--- src/rtl/sbsr_regs.svh ---
`ifndef SBSR_REGS_SVH
`define SBSR_REGS_SVH
// Status byte bit positions
`define SBSR_OPER_SUM_POS    3'h7
`define SBSR_MASTER_POS      3'h6
`define SBSR_EVENT_SUM_POS   3'h5
`define SBSR_MSG_WAIT_POS    3'h4
// Standard event bit positions
`define SBSR_DONE_FLAG_POS   3'h0
// Reset and fixed values
`define SBSR_SRE_RST         8'h00
`define SBSR_SE_RST          8'h00
`define SBSR_ZERO8           8'h00
`define SBSR_ZERO4           4'h0
`define SBSR_DONE_REPLY      8'h01
// Summary bits that may request service (bits 3..0 have no function)
`define SBSR_SUMMARY_MASK    8'hB0
`endif

--- src/rtl/sbsr_pkg.sv ---
package sbsr_pkg;
	typedef logic [7:0] sbsr_byte_t;
	typedef enum logic [1:0] {
		SBSR_DONE_IDLE,
		SBSR_DONE_ARMED,
		SBSR_DONE_QUERY
	} sbsr_done_state_t;

	// Places one flag at a bit position of an otherwise clear byte
	function automatic sbsr_byte_t sbsr_bit_at(input logic b, input logic [2:0] pos);
		sbsr_byte_t v;
		v = '0;
		v[pos] = b;
		return v;
	endfunction
endpackage

--- src/rtl/sbsr_std_event.sv ---
`timescale 1ns/1ps
`include "sbsr_regs.svh"
// Standard event register, its enable mask and the summary it drives
module sbsr_std_event (
	// Clock and reset
	input  wire logic              clock,
	input  wire logic              rst,
	// Event inputs
	input  wire sbsr_pkg::sbsr_byte_t se_events,
	input  wire logic              done_set,
	// Register access
	input  wire logic              ese_write,
	input  wire sbsr_pkg::sbsr_byte_t ese_wdata,
	input  wire logic              esr_read,
	input  wire logic              clear_all,
	// State
	output logic [7:0]             se_status_q,
	output logic [7:0]             se_enable_q,
	output logic                   event_summary
);
	import sbsr_pkg::*;

	sbsr_byte_t se_set;
	sbsr_byte_t se_d;

	assign se_set = se_events | sbsr_bit_at(done_set, `SBSR_DONE_FLAG_POS);
	// Set beats the read-clear so an event in the read cycle is kept
	assign se_d = ((esr_read || clear_all) ? `SBSR_ZERO8 : se_status_q) | se_set;
	assign event_summary = |(se_status_q & se_enable_q);

	always_ff @(posedge clock or posedge rst) begin
		if (rst) begin
			se_status_q <= `SBSR_SE_RST;
			se_enable_q <= `SBSR_ZERO8;
		end else begin
			se_status_q <= se_d;
			if (ese_write) begin
				se_enable_q <= ese_wdata;
			end
		end
	end

	a_read_clears: assert property (@(posedge clock) disable iff (rst)
		(esr_read && !clear_all && se_set == `SBSR_ZERO8) |=> (se_status_q == `SBSR_ZERO8))
		else $error("event register not cleared by read");
	a_event_summary: assert property (@(posedge clock) disable iff (rst)
		(|(se_set & se_enable_q) && !ese_write) |=> event_summary)
		else $error("event summary does not follow masked events");
endmodule

--- src/rtl/sbsr_status_byte.sv ---
`timescale 1ns/1ps
`include "sbsr_regs.svh"
// Contract
// - Operation summary at bit 7 set while an enabled operation event stands.
// - Standard event summary at bit 5 set while an enabled standard event stands.
// - Message waiting at bit 4 follows output buffer non-empty, query replies included.
// - Summary flags do not latch; they follow their sources directly.
// - Master summary is OR of each summary ANDed with its enable bit.
// - Bit 6 set when any summary and its enable bit are both set.
// - Rising edge of bit 6 asserts service request and request service flag.
// - Serial poll clears request service and service request, not master summary.
// - No new request after poll until the master summary has dropped.
// - Master summary holds until all enabled summaries cleared or disabled.
// - Status query returns all bits, bit 6 as master summary, clears nothing.
// - Enable write loads service request mask; enable query returns it.
// - After operation-complete command, set event bit 0 once operations finish.
// - Operation-complete query holds bus until idle, then queues value 1.
// - Standard event query returns contents, then clears the register.
// - Standard event summary uses standard events masked by their enable register.
module sbsr_status_byte (
	// Clock and reset
	input  wire logic                 clock,
	input  wire logic                 rst,
	// Summary sources
	input  wire logic                 oper_summary,
	input  wire logic                 outbuf_not_empty,
	input  wire sbsr_pkg::sbsr_byte_t se_events,
	input  wire logic                 ops_pending,
	// Commands from the parser
	input  wire logic                 sre_write,
	input  wire sbsr_pkg::sbsr_byte_t sre_wdata,
	input  wire logic                 sre_query,
	input  wire logic                 stb_query,
	input  wire logic                 ese_write,
	input  wire sbsr_pkg::sbsr_byte_t ese_wdata,
	input  wire logic                 ese_query,
	input  wire logic                 esr_query,
	input  wire logic                 done_cmd,
	input  wire logic                 done_query,
	input  wire logic                 clear_status,
	input  wire logic                 device_reset,
	// Bus side
	input  wire logic                 serial_poll,
	output logic                      srq_q,
	output sbsr_pkg::sbsr_byte_t      poll_byte_q,
	output logic                      bus_hold_q,
	// Reply to output buffer
	output logic                      reply_valid_q,
	output sbsr_pkg::sbsr_byte_t      reply_data_q,
	// Status
	output sbsr_pkg::sbsr_byte_t      status_summary_byte_q,
	output sbsr_pkg::sbsr_byte_t      service_request_mask_q
);
	import sbsr_pkg::*;

	sbsr_done_state_t done_state_q;
	sbsr_done_state_t done_state_d;
	logic             request_service_flag_q;
	logic             master_prev_q;
	logic [7:0]       se_status;
	logic [7:0]       se_enable;
	logic             standard_event_summary_flag;
	logic             done_set;
	logic [7:0]       masked_bits;

	// Summaries are plain wires so clearing a source drops the flag at once
	wire logic       operation_summary_flag = oper_summary;
	wire logic       message_waiting_flag   = outbuf_not_empty;
	wire sbsr_byte_t summary_bits = (sbsr_bit_at(operation_summary_flag, `SBSR_OPER_SUM_POS)
		| sbsr_bit_at(standard_event_summary_flag, `SBSR_EVENT_SUM_POS)
		| sbsr_bit_at(message_waiting_flag, `SBSR_MSG_WAIT_POS)) & `SBSR_SUMMARY_MASK;

	// One AND per status bit against its enable bit
	for (genvar i = 0; i < 8; i++) begin : g_mask
		assign masked_bits[i] = summary_bits[i] & service_request_mask_q[i];
	end

	wire logic       master_summary_flag = |masked_bits;
	// Only an edge requests service, so a held summary cannot request twice
	wire logic       master_rise = master_summary_flag && !master_prev_q;
	wire sbsr_byte_t stb_value = summary_bits |
		sbsr_bit_at(master_summary_flag, `SBSR_MASTER_POS);
	wire sbsr_byte_t poll_value = summary_bits |
		sbsr_bit_at(request_service_flag_q || master_rise, `SBSR_MASTER_POS);

	sbsr_std_event sbsr_std_event_i (
		.clock         (clock),
		.rst           (rst),
		.se_events     (se_events),
		.done_set      (done_set),
		.ese_write     (ese_write),
		.ese_wdata     (ese_wdata),
		.esr_read      (esr_query),
		.clear_all     (clear_status || device_reset),
		.se_status_q   (se_status),
		.se_enable_q   (se_enable),
		.event_summary (standard_event_summary_flag)
	);

	// Command and query replies; priority among queries of one cycle is fixed
	wire logic       done_reply = (done_state_q == SBSR_DONE_QUERY) && !ops_pending;
	wire logic       any_reply = done_reply || stb_query || sre_query || ese_query || esr_query;
	wire sbsr_byte_t reply_sel = done_reply ? `SBSR_DONE_REPLY :
		stb_query ? stb_value :
		sre_query ? service_request_mask_q :
		ese_query ? se_enable : se_status;
	assign done_set = (done_state_q == SBSR_DONE_ARMED) && !ops_pending;

	always_comb begin
		done_state_d = done_state_q;
		case (done_state_q)
			SBSR_DONE_IDLE: begin
				if (done_query) begin
					done_state_d = SBSR_DONE_QUERY;
				end else if (done_cmd) begin
					done_state_d = SBSR_DONE_ARMED;
				end
			end
			SBSR_DONE_ARMED: begin
				// Other commands keep flowing while armed
				if (done_query) begin
					done_state_d = SBSR_DONE_QUERY;
				end else if (!ops_pending) begin
					done_state_d = SBSR_DONE_IDLE;
				end
			end
			SBSR_DONE_QUERY: begin
				if (!ops_pending) begin
					done_state_d = SBSR_DONE_IDLE;
				end
			end
			default: done_state_d = SBSR_DONE_IDLE;
		endcase
		// Device reset is the one command allowed to cut a waiting query short
		if (device_reset) begin
			done_state_d = SBSR_DONE_IDLE;
		end
	end

	always_ff @(posedge clock or posedge rst) begin
		if (rst) begin
			done_state_q <= SBSR_DONE_IDLE;
			master_prev_q <= 1'h0;
			request_service_flag_q <= 1'h0;
			srq_q <= 1'h0;
			poll_byte_q <= `SBSR_ZERO8;
			bus_hold_q <= 1'h0;
			reply_valid_q <= 1'h0;
			reply_data_q <= `SBSR_ZERO8;
			status_summary_byte_q <= `SBSR_ZERO8;
			service_request_mask_q <= `SBSR_SRE_RST;
		end else begin
			done_state_q <= done_state_d;
			master_prev_q <= master_summary_flag;
			// New rising edge wins over a poll in the same cycle
			if (master_rise) begin
				request_service_flag_q <= 1'h1;
			end else if (serial_poll) begin
				request_service_flag_q <= 1'h0;
			end
			srq_q <= master_rise || (request_service_flag_q && !serial_poll);
			if (serial_poll) begin
				poll_byte_q <= poll_value;
			end
			bus_hold_q <= (done_state_d == SBSR_DONE_QUERY);
			reply_valid_q <= any_reply;
			if (any_reply) begin
				reply_data_q <= reply_sel;
			end
			status_summary_byte_q <= stb_value;
			if (sre_write) begin
				service_request_mask_q <= sre_wdata & `SBSR_SUMMARY_MASK;
			end
		end
	end

	a_srq_on_rise: assert property (@(posedge clock) disable iff (rst)
		(master_summary_flag && !master_prev_q) |=> (srq_q && request_service_flag_q))
		else $error("no service request after master summary rise");
	a_poll_clears: assert property (@(posedge clock) disable iff (rst)
		(serial_poll && !master_rise) |=> (!request_service_flag_q && !srq_q))
		else $error("serial poll did not clear request");
	a_no_rerequest: assert property (@(posedge clock) disable iff (rst)
		(master_prev_q && master_summary_flag) |=> (srq_q == $past(srq_q && !serial_poll)))
		else $error("request raised without new rise");
	a_master_follow: assert property (@(posedge clock) disable iff (rst)
		##1 status_summary_byte_q[`SBSR_MASTER_POS] ==
		$past(|(summary_bits & service_request_mask_q)))
		else $error("bit six wrong");
	a_low_zero: assert property (@(posedge clock) disable iff (rst)
		status_summary_byte_q[3:0] == `SBSR_ZERO4 &&
		service_request_mask_q[3:0] == `SBSR_ZERO4)
		else $error("low status bits not zero");
	a_msg_follow: assert property (@(posedge clock) disable iff (rst)
		##1 status_summary_byte_q[`SBSR_MSG_WAIT_POS] == $past(outbuf_not_empty))
		else $error("message waiting flag not following buffer");
	a_sre_load: assert property (@(posedge clock) disable iff (rst)
		sre_write |=> service_request_mask_q == ($past(sre_wdata) & `SBSR_SUMMARY_MASK))
		else $error("mask not loaded");
	a_done_reply: assert property (@(posedge clock) disable iff (rst)
		(done_state_q == SBSR_DONE_QUERY && !ops_pending) |=>
		(reply_valid_q && reply_data_q == `SBSR_DONE_REPLY && !bus_hold_q))
		else $error("operation complete reply missing");
	a_done_bit: assert property (@(posedge clock) disable iff (rst)
		(done_state_q == SBSR_DONE_ARMED && !ops_pending && !device_reset) |=>
		se_status[`SBSR_DONE_FLAG_POS])
		else $error("operation complete flag not set");
	a_stb_noclear: assert property (@(posedge clock) disable iff (rst)
		(stb_query && !sre_write && !serial_poll && !master_rise) |=>
		request_service_flag_q == $past(request_service_flag_q))
		else $error("status query changed request flag");

	// Main scenarios worth seeing in a run
	c_srq: cover property (@(posedge clock) disable iff (rst) master_rise ##[1:20] serial_poll);
	c_done_q: cover property (@(posedge clock) disable iff (rst) done_query ##[1:50] done_reply);
	c_done_c: cover property (@(posedge clock) disable iff (rst) done_cmd ##[1:50] done_set);
	c_esr: cover property (@(posedge clock) disable iff (rst)
		esr_query && standard_event_summary_flag);
	c_rise_poll: cover property (@(posedge clock) disable iff (rst) master_rise && serial_poll);
endmodule

--- config.mk ---
export PLATFORM = sky130hd
export DESIGN_NAME = sbsr_status_byte
export DESIGN_NICKNAME = d
export VERILOG_FILES = /design/src/rtl/sbsr_pkg.sv /design/src/rtl/sbsr_std_event.sv /design/src/rtl/sbsr_status_byte.sv
export VERILOG_INCLUDE_DIRS = /design/src /design/src/rtl
export SDC_FILE = /design/constraint.sdc
export NUM_CORES = 1
export LEC_CHECK = 0
export ABC_AREA = 0
export BUFFER_PORTS_ARGS = -buffer_cell sky130_fd_sc_hd__buf_2
export CAP_MARGIN = 5
export CORE_AREA = 2 2 76 78
export CTS_BUF_LIST = sky130_fd_sc_hd__clkbuf_16
export CTS_CLUSTER_SIZE = 24
export DETAILED_ROUTE_END_ITERATION = 8
export DIE_AREA = 0 0 78 80
export HOLD_SLACK_MARGIN = 0.1
export PLACE_DENSITY = 0.7
export SKIP_LAST_GASP = 1
export SYNTH_ARGS = -nofsm -noshare
export SYNTH_HDL_FRONTEND = slang
export SYNTH_SLANG_ARGS = --single-unit
--- constraint.sdc ---
create_clock -name clock -period 3 [get_ports clock]
set_input_delay 0.3 -clock clock [delete_from_list [all_inputs] [get_ports clock]]
set_output_delay 0.3 -clock clock [all_outputs]
set_load 0.005 [all_outputs]
==> impl_metrics.json, run 1 <==
{
  "cts_tree": "built",
  "yosys_register_bits": 41,
  "worst_path_largest_cell_delay_ns": 0.40,
  "cts.sinks": 41,
  "synth_edf_count": 0,
  "grt_max_degree": 42,
  "fin_ws_ns": 1.65,
  "worstSetupStartpointType": "register",
  "crit_type": "register to register",
  "dr_total_vias": 1365,
  "grtUsageTotal": 0.135,
  "syn_area_per_cell_um2": 11.4,
  "avgRoutedWirePerCell_um": 13.5,
  "min_path_type": "primary input to asynchronous set/reset pin",
  "worstMarginPinSlew_ns": 0.564,
  "initial_utilization": 0.343,
  "multi_input_area_um2": 708,
  "dieWidth_um": 78,
  "synth_area_mm2": 0.00185,
  "final_nets": 259,
  "gp_congestion": 0.734,
  "ys_seq_area_frac": 0.554,
  "grt_pass1_vias": 1274,
  "fin_crit_ns": 1.35,
  "synth_area_leader_cell": "dfrtp_1",
  "clk_latency_ns": 0.28,
  "antenna_left": 0,
  "synth_top_area_frac": 0.554,
  "seqCellArea_mm2": 0.00103,
  "setup_violations": 0,
  "dp_hpwl_um": 2970,
  "fin_area_mm2": 0.00226,
  "synth_cell_types": 29,
  "postCtsHoldBufs": 0,
  "status": "finished, final reports clean",
  "intPower_w": 0.000995,
  "p_leak_nw": 1.11,
  "crit_fanout": 5,
  "overflow": 0,
  "place_ws_ns": 1.64,
  "cts_setup_buffers": 0,
  "numCtsBuffers": 5,
  "placed_area_mm2": 0.00213,
  "synthFlopType": "dfrtp_1",
  "clk_pin_slew_ns": 0.06,
  "drt-pass1-iter-count": 4,
  "cp.required_ns": 3.14,
  "die-area_mm2": 0.00624,
  "yosysWarnings": 0,
  "peakVddDrop_mv": 0.236,
  "ios": 75,
  "root_buffer": "clkbuf_16",
  "chipHeight_um": 80,
  "synth.area.top_cells": "dfrtp_1 (55%), mux2_2 (7.9%), buf_4 (5.7%), mux2i_1 (3.2%), a21o_1 (3.2%)",
  "diodes": 0,
  "relSlewSlack": 0.623,
  "final.setup.tns_ns": 0,
  "worstPathArrival_ns": 1.49,
  "routed_via_density": 4.67,
  "cts_resized": 0,
  "slowest_stage": "dfrtp_1",
  "final_max_slew_viol_count": 0,
  "dr.first_iter.drc_count": 88,
  "path_cells": "a22oi_1 > nand4_1 > nand2_1 > a311oi_2",
  "io_buffers": 56,
  "rows": 27,
  "power_density_mw_per_mm2": 585,
  "htree_levels": 2,
  "drive_gt1_frac": 0.359,
  "antenna_found_initial": 0,
  "max_freq_mhz": 739,
  "p_sw_w": 0.000330,
  "finalClockSkew_ns": 0.00380,
  "crit_path_end_kind": "register",
  "pwr-share-clk": 0.379,
  "clk_path_buf_depth": 2,
  "period_share": 0.451,
  "switching_share": 0.249,
  "whs_ns": 0.134,
  "drc": 0,
  "wl_um": 3950,
  "p_seq_frac": 0.484,
  "grt_first_pass_wirelength_um": 6310,
  "combPwrFrac": 0.137,
  "fillers": 536,
  "area_growth_pct": 22.2,
  "synth-async-reset-ratio": 1.00,
  "syn_inst": 162,
  "core_mm2": 0.00541,
  "rsz0062_at_grt": "false",
  "drv_cap": 0,
  "hold_viol": 0
}
[synth_stat cells (2+ instances only)]
cell type	number
mux2_2	13
a22oi_1	7
buf_6	3
o21ai_0	8
nand3b_1	3
nor2b_1	3
nor2_1	15
nand2_1	11
buf_2	2
a21oi_1	10
dfrtp_1	41
a21o_1	8
mux2i_1	6
buf_4	14
inv_1	4
[layer usage]
layer,global-route usage,wire [um]
met1,0.176,1750
met2,0.200,1900
met3,0.0419,247
met4,0.0737,53
met5,0,0
[final cells by class]
class / instances / share of cell area
inverters: 4 / 0.00663
flip-flops and latches: 41 / 0.453
well taps: 72 / 0.0398
repair buffers: 57 / 0.127
clock buffers: 5 / 0.0552
clock inverters: 3 / 0.00552
multi-input cells: 110 / 0.313
[critical path: cells and delay by family, from the launching register on]
kind	cells	cell delay (ns)
AO/OA/AOI/OAI	2	0.34
flip-flops	1	0.40
AND/OR/NAND/NOR	2	0.47
[sequential cells by signal (all words and copies together) (netlist names)]
register and cells:
sbsr_std_event_i.se_status_q 8, done_state_q 2, sbsr_std_event_i.se_enable_q 8, service_request_mask_q 3
request_service_flag_q 1, reply_data_q 8, poll_byte_q 4, reply_valid_q 1
bus_hold_q 1, srq_q 1, status_summary_byte_q 4
[cell usage in the layout, fill, tap and decap left out, drive strengths merged]
master  synthesis  routed
a21o            8       8
clkbuf          0       5
a311oi          2       2
clkinv          0       3
nand2          11      11
nor2           15      15
a22oi           7       7
mux2i           6       6
nand3b          3       3
nor2b           3       3
a221o           1       1
conb            1      13
nor3b           1       1
nand3           1       1
nand4           1       1
o21ai           9       9
a21oi          10      10
buf            19      57
nor4            1       1
or3b            1       1
o22ai           1       1
inv             4       4
mux2           13      13
dfrtp          41      41
a31oi           1       1
nor3            1       1
nand2b          1       1
[path summary, 6_finish.rpt]
kind / startpoint / endpoint / slack, ns / depth (start not counted)
hold / removal: rst / status_summary_byte_q[5]$_DFF_PP0_ / 0.13 / 3
hold reg to reg: sbsr_std_event_i.se_status_q[5]$_DFF_PP0_ / sbsr_std_event_i.se_status_q[5]$_DFF_PP0_ / 0.51 / 1
max in group asynchronous: rst / service_request_mask_q[7]$_DFFE_PP0P_ / 2.50 / 3
min in group clock: oper_summary / status_summary_byte_q[7]$_DFF_PP0_ / 0.17 / 1
setup reg to reg: sbsr_std_event_i.se_status_q[1]$_DFF_PP0_ / reply_data_q[6]$_DFFE_PP0P_ / 1.65 / 4
setup / recovery: sbsr_std_event_i.se_status_q[1]$_DFF_PP0_ / reply_data_q[6]$_DFFE_PP0P_ / 1.65 / 4
[stage by stage]
step           utilization  cells  total power, W
6_report             0.419    292         0.00132
5_1_grt              0.419    292         0.00140
4_1_cts              0.419    292         0.00135
3_5_place_dp         0.394    284        0.000835
3_3_place_gp         0.394    284        0.000829
2_1_floorplan            -    174        0.000767
[power by group through the flow]
| stage | logic, W | registers [W] | clock network [W] |
|---|---|---|---|
| floorplan | 0.000121 | 0.000646 | 0 |
| global placement | 0.000181 | 0.000649 | 0 |
| global route | 0.000206 | 0.000649 | 0.000545 |
| finish | 0.000182 | 0.000641 | 0.000502 |
| detailed placement | 0.000185 | 0.000651 | 0 |
| CTS | 0.000186 | 0.000641 | 0.000519 |
[kinds of logic (layout without fill, tap and decap cells)]
logic type | after synthesis | in the layout | share of synthesized area
AOI/OAI and AO/OA | 39 | 39 | 0.139
and+or+nand+nor | 39 | 39 | 0.105
DFF | 41 | 41 | 0.554
other | 1 | 13 | 0.00202
muxes | 19 | 19 | 0.111
buffers and inverters | 23 | 69 | 0.0884
Note: power is estimated with default switching activity, not from simulation.
==> run 2, diff against run 1 <==
==> constraint.sdc (replaced) <==
create_clock -name clock -period 1.32 [get_ports clock]
set_input_delay 0.132 -clock clock [delete_from_list [all_inputs] [get_ports clock]]
set_output_delay 0.132 -clock clock [all_outputs]
set_load 0.005 [all_outputs]
==> impl_metrics.json, run 2 (synthesis gave the netlist of run 1 again) <==
{
  "crit_end": "poll_byte_q[5]$_DFFE_PP0P_",
  "peakVddDrop_mv": 0.541,
  "finalClockSkew_ns": 0.00322,
  "status": "finished, final reports clean",
  "clk_path_buf_depth": 2,
  "fin_area_mm2": 0.00255,
  "combPwrFrac": 0.161,
  "slowest_stage": "dfrtp_1",
  "wl_um": 4160,
  "avgRoutedWirePerCell_um": 13.0,
  "final_max_slew_viol_count": 0,
  "root_buffer": "clkbuf_16",
  "htree_levels": 2,
  "switching_share": 0.244,
  "crit_fanout": 3,
  "dp_hpwl_um": 2980,
  "overflow": 0,
  "max_freq_mhz": 797,
  "crit_path_end_kind": "register",
  "crit_type": "register to register",
  "p_seq_frac": 0.473,
  "crit_top_cell": "nor2_1",
  "top_regs": "reply_data_q x8, sbsr_std_event_i.se_enable_q x8, sbsr_std_event_i.se_status_q x8",
  "fin_crit_ns": 1.25,
  "dr_total_vias": 1445,
  "r2r_cells": 5,
  "antenna_left": 0,
  "grt_max_degree": 42,
  "cts.sinks": 41,
  "final_cells": 320,
  "cts_setup_buffers": 0,
  "diodes": 0,
  "chipHeight_um": 80,
  "cp-startpoint": "sbsr_std_event_i.se_enable_q[1]$_DFFE_PP0P_",
  "final_nets": 287,
  "hold_viol": 0,
  "initial_utilization": 0.343,
  "dr.first_iter.drc_count": 82,
  "grtUsageTotal": 0.141,
  "worstSetupStartpointType": "register",
  "intPower_w": 0.00233,
  "area_growth_pct": 37.5,
  "rows": 27,
  "core_mm2": 0.00541,
  "ios": 75,
  "drive_gt1_frac": 0.355,
  "whs_ns": 0.104,
  "dieWidth_um": 78,
  "pwr-share-clk": 0.366,
  "r2r_end": "poll_byte_q[5]$_DFFE_PP0P_",
  "period_share": 0.950,
  "drt-pass1-iter-count": 4,
  "grt_pass1_vias": 1415,
  "fin_ws_ns": 0.0659,
  "power_density_mw_per_mm2": 1210,
  "routed_via_density": 4.52,
  "place_inst": 291,
  "cp.required_ns": 1.49,
  "min_path_type": "primary input to register",
  "drc": 0,
  "place_ws_ns": 0.0710,
  "clk_latency_ns": 0.28,
  "final_cell_mix": "buf_2 (56), dfrtp_1 (41), dlygate4sd3_1 (21), nor2_1 (15)",
  "placed_area_mm2": 0.00219,
  "die-area_mm2": 0.00624,
  "drv_cap": 0,
  "gp_congestion": 0.730,
  "p_sw_w": 0.000749,
  "cts_tree": "built",
  "layout_commonest_cell": "buf_2",
  "numCtsBuffers": 5,
  "path_cells": "a22oi_1 > nand4_1 > buf_4 > nor2_1 > nor2_1",
  "setup_violations": 0,
  "grt_first_pass_wirelength_um": 6690,
  "r2r-start": "sbsr_std_event_i.se_enable_q[1]$_DFFE_PP0P_",
  "worstPathArrival_ns": 1.43,
  "worst_path_largest_cell_delay_ns": 0.38,
  "clk_pin_slew_ns": 0.06,
  "io_buffers": 56,
  "antenna_found_initial": 0,
  "r2r_slack_ns": 0.07,
  "p_leak_nw": 1.24,
  "total_power_w": 0.00307
}
-- run 2: changes by cell type in the layout (fill, tap and decap cells not counted), sizes merged --
cell,before,now
dlygate4sd3,0,21
buf,57,64
-- run 2: final cells by class --
| type | instances | area, um2 |
|---|---|---|
| Fill cell | 516 | 2860 |
| Sequential cell | 41 | 1030 |
| Multi-Input combinational cell | 110 | 716 |
| Timing Repair Buffer | 85 | 563 |
| Clock buffer | 5 | 125 |
| Tap cell | 72 | 90.1 |
| Inverter | 4 | 15.0 |
| Clock inverter | 3 | 12.5 |
-- run 2: worst min path at each step --
stage	startpoint	endpoint	depth (start not counted)
floorplan	outbuf_not_empty	status_summary_byte_q[4]$_DFF_PP0_	0
global placement	rst	poll_byte_q[5]$_DFFE_PP0P_	3
detailed placement	rst	status_summary_byte_q[5]$_DFF_PP0_	3
CTS	ese_wdata[5]	sbsr_std_event_i.se_enable_q[5]$_DFFE_PP0P_	2
global route	ese_wdata[5]	sbsr_std_event_i.se_enable_q[5]$_DFFE_PP0P_	2
finish	ese_wdata[5]	sbsr_std_event_i.se_enable_q[5]$_DFFE_PP0P_	2
-- run 2: metrics by stage --
step	setup TNS (ns)	utilization
4_1_cts	0	0.470
2_1_floorplan	0	-
3_5_place_dp	0	0.406
5_1_grt	-0.00570	0.471
6_report	0	0.471
3_3_place_gp	0	0.406
-- run 2: critical path: cells and delay by family, from the launching register on --
kind	cells	cell delay, ns
buf+inv	1	0.20
compound gates	1	0.23
flops	1	0.38
simple gates	3	0.33
-- run 2: power groups by stage --
| stage | Combinational (W) | Clock [W] | Sequential, W |
|---|---|---|---|
| after floorplan | 0.000274 | 0 | 0.00147 |
| after global placement | 0.000440 | 0 | 0.00147 |
| after detailed placement | 0.000448 | 0 | 0.00148 |
| after CTS | 0.000500 | 0.00116 | 0.00145 |
| after global routing | 0.000559 | 0.00121 | 0.00147 |
| final | 0.000495 | 0.00112 | 0.00145 |
-- run 2: metal layers --
| metal | wire length [um] | global-route usage |
|---|---|---|
| met5 | 0 | 0 |
| met3 | 255 | 0.0419 |
| met4 | 46 | 0.0579 |
| met1 | 1810 | 0.170 |
| met2 | 2050 | 0.235 |
-- run 2: repair_timing --
action | CTS | global route
hold endpoints to repair | 62 | 0
endpoints found under the setup margin | 0 | 4
hold buffers | 21 | 0
gates resized for setup | 0 | 2
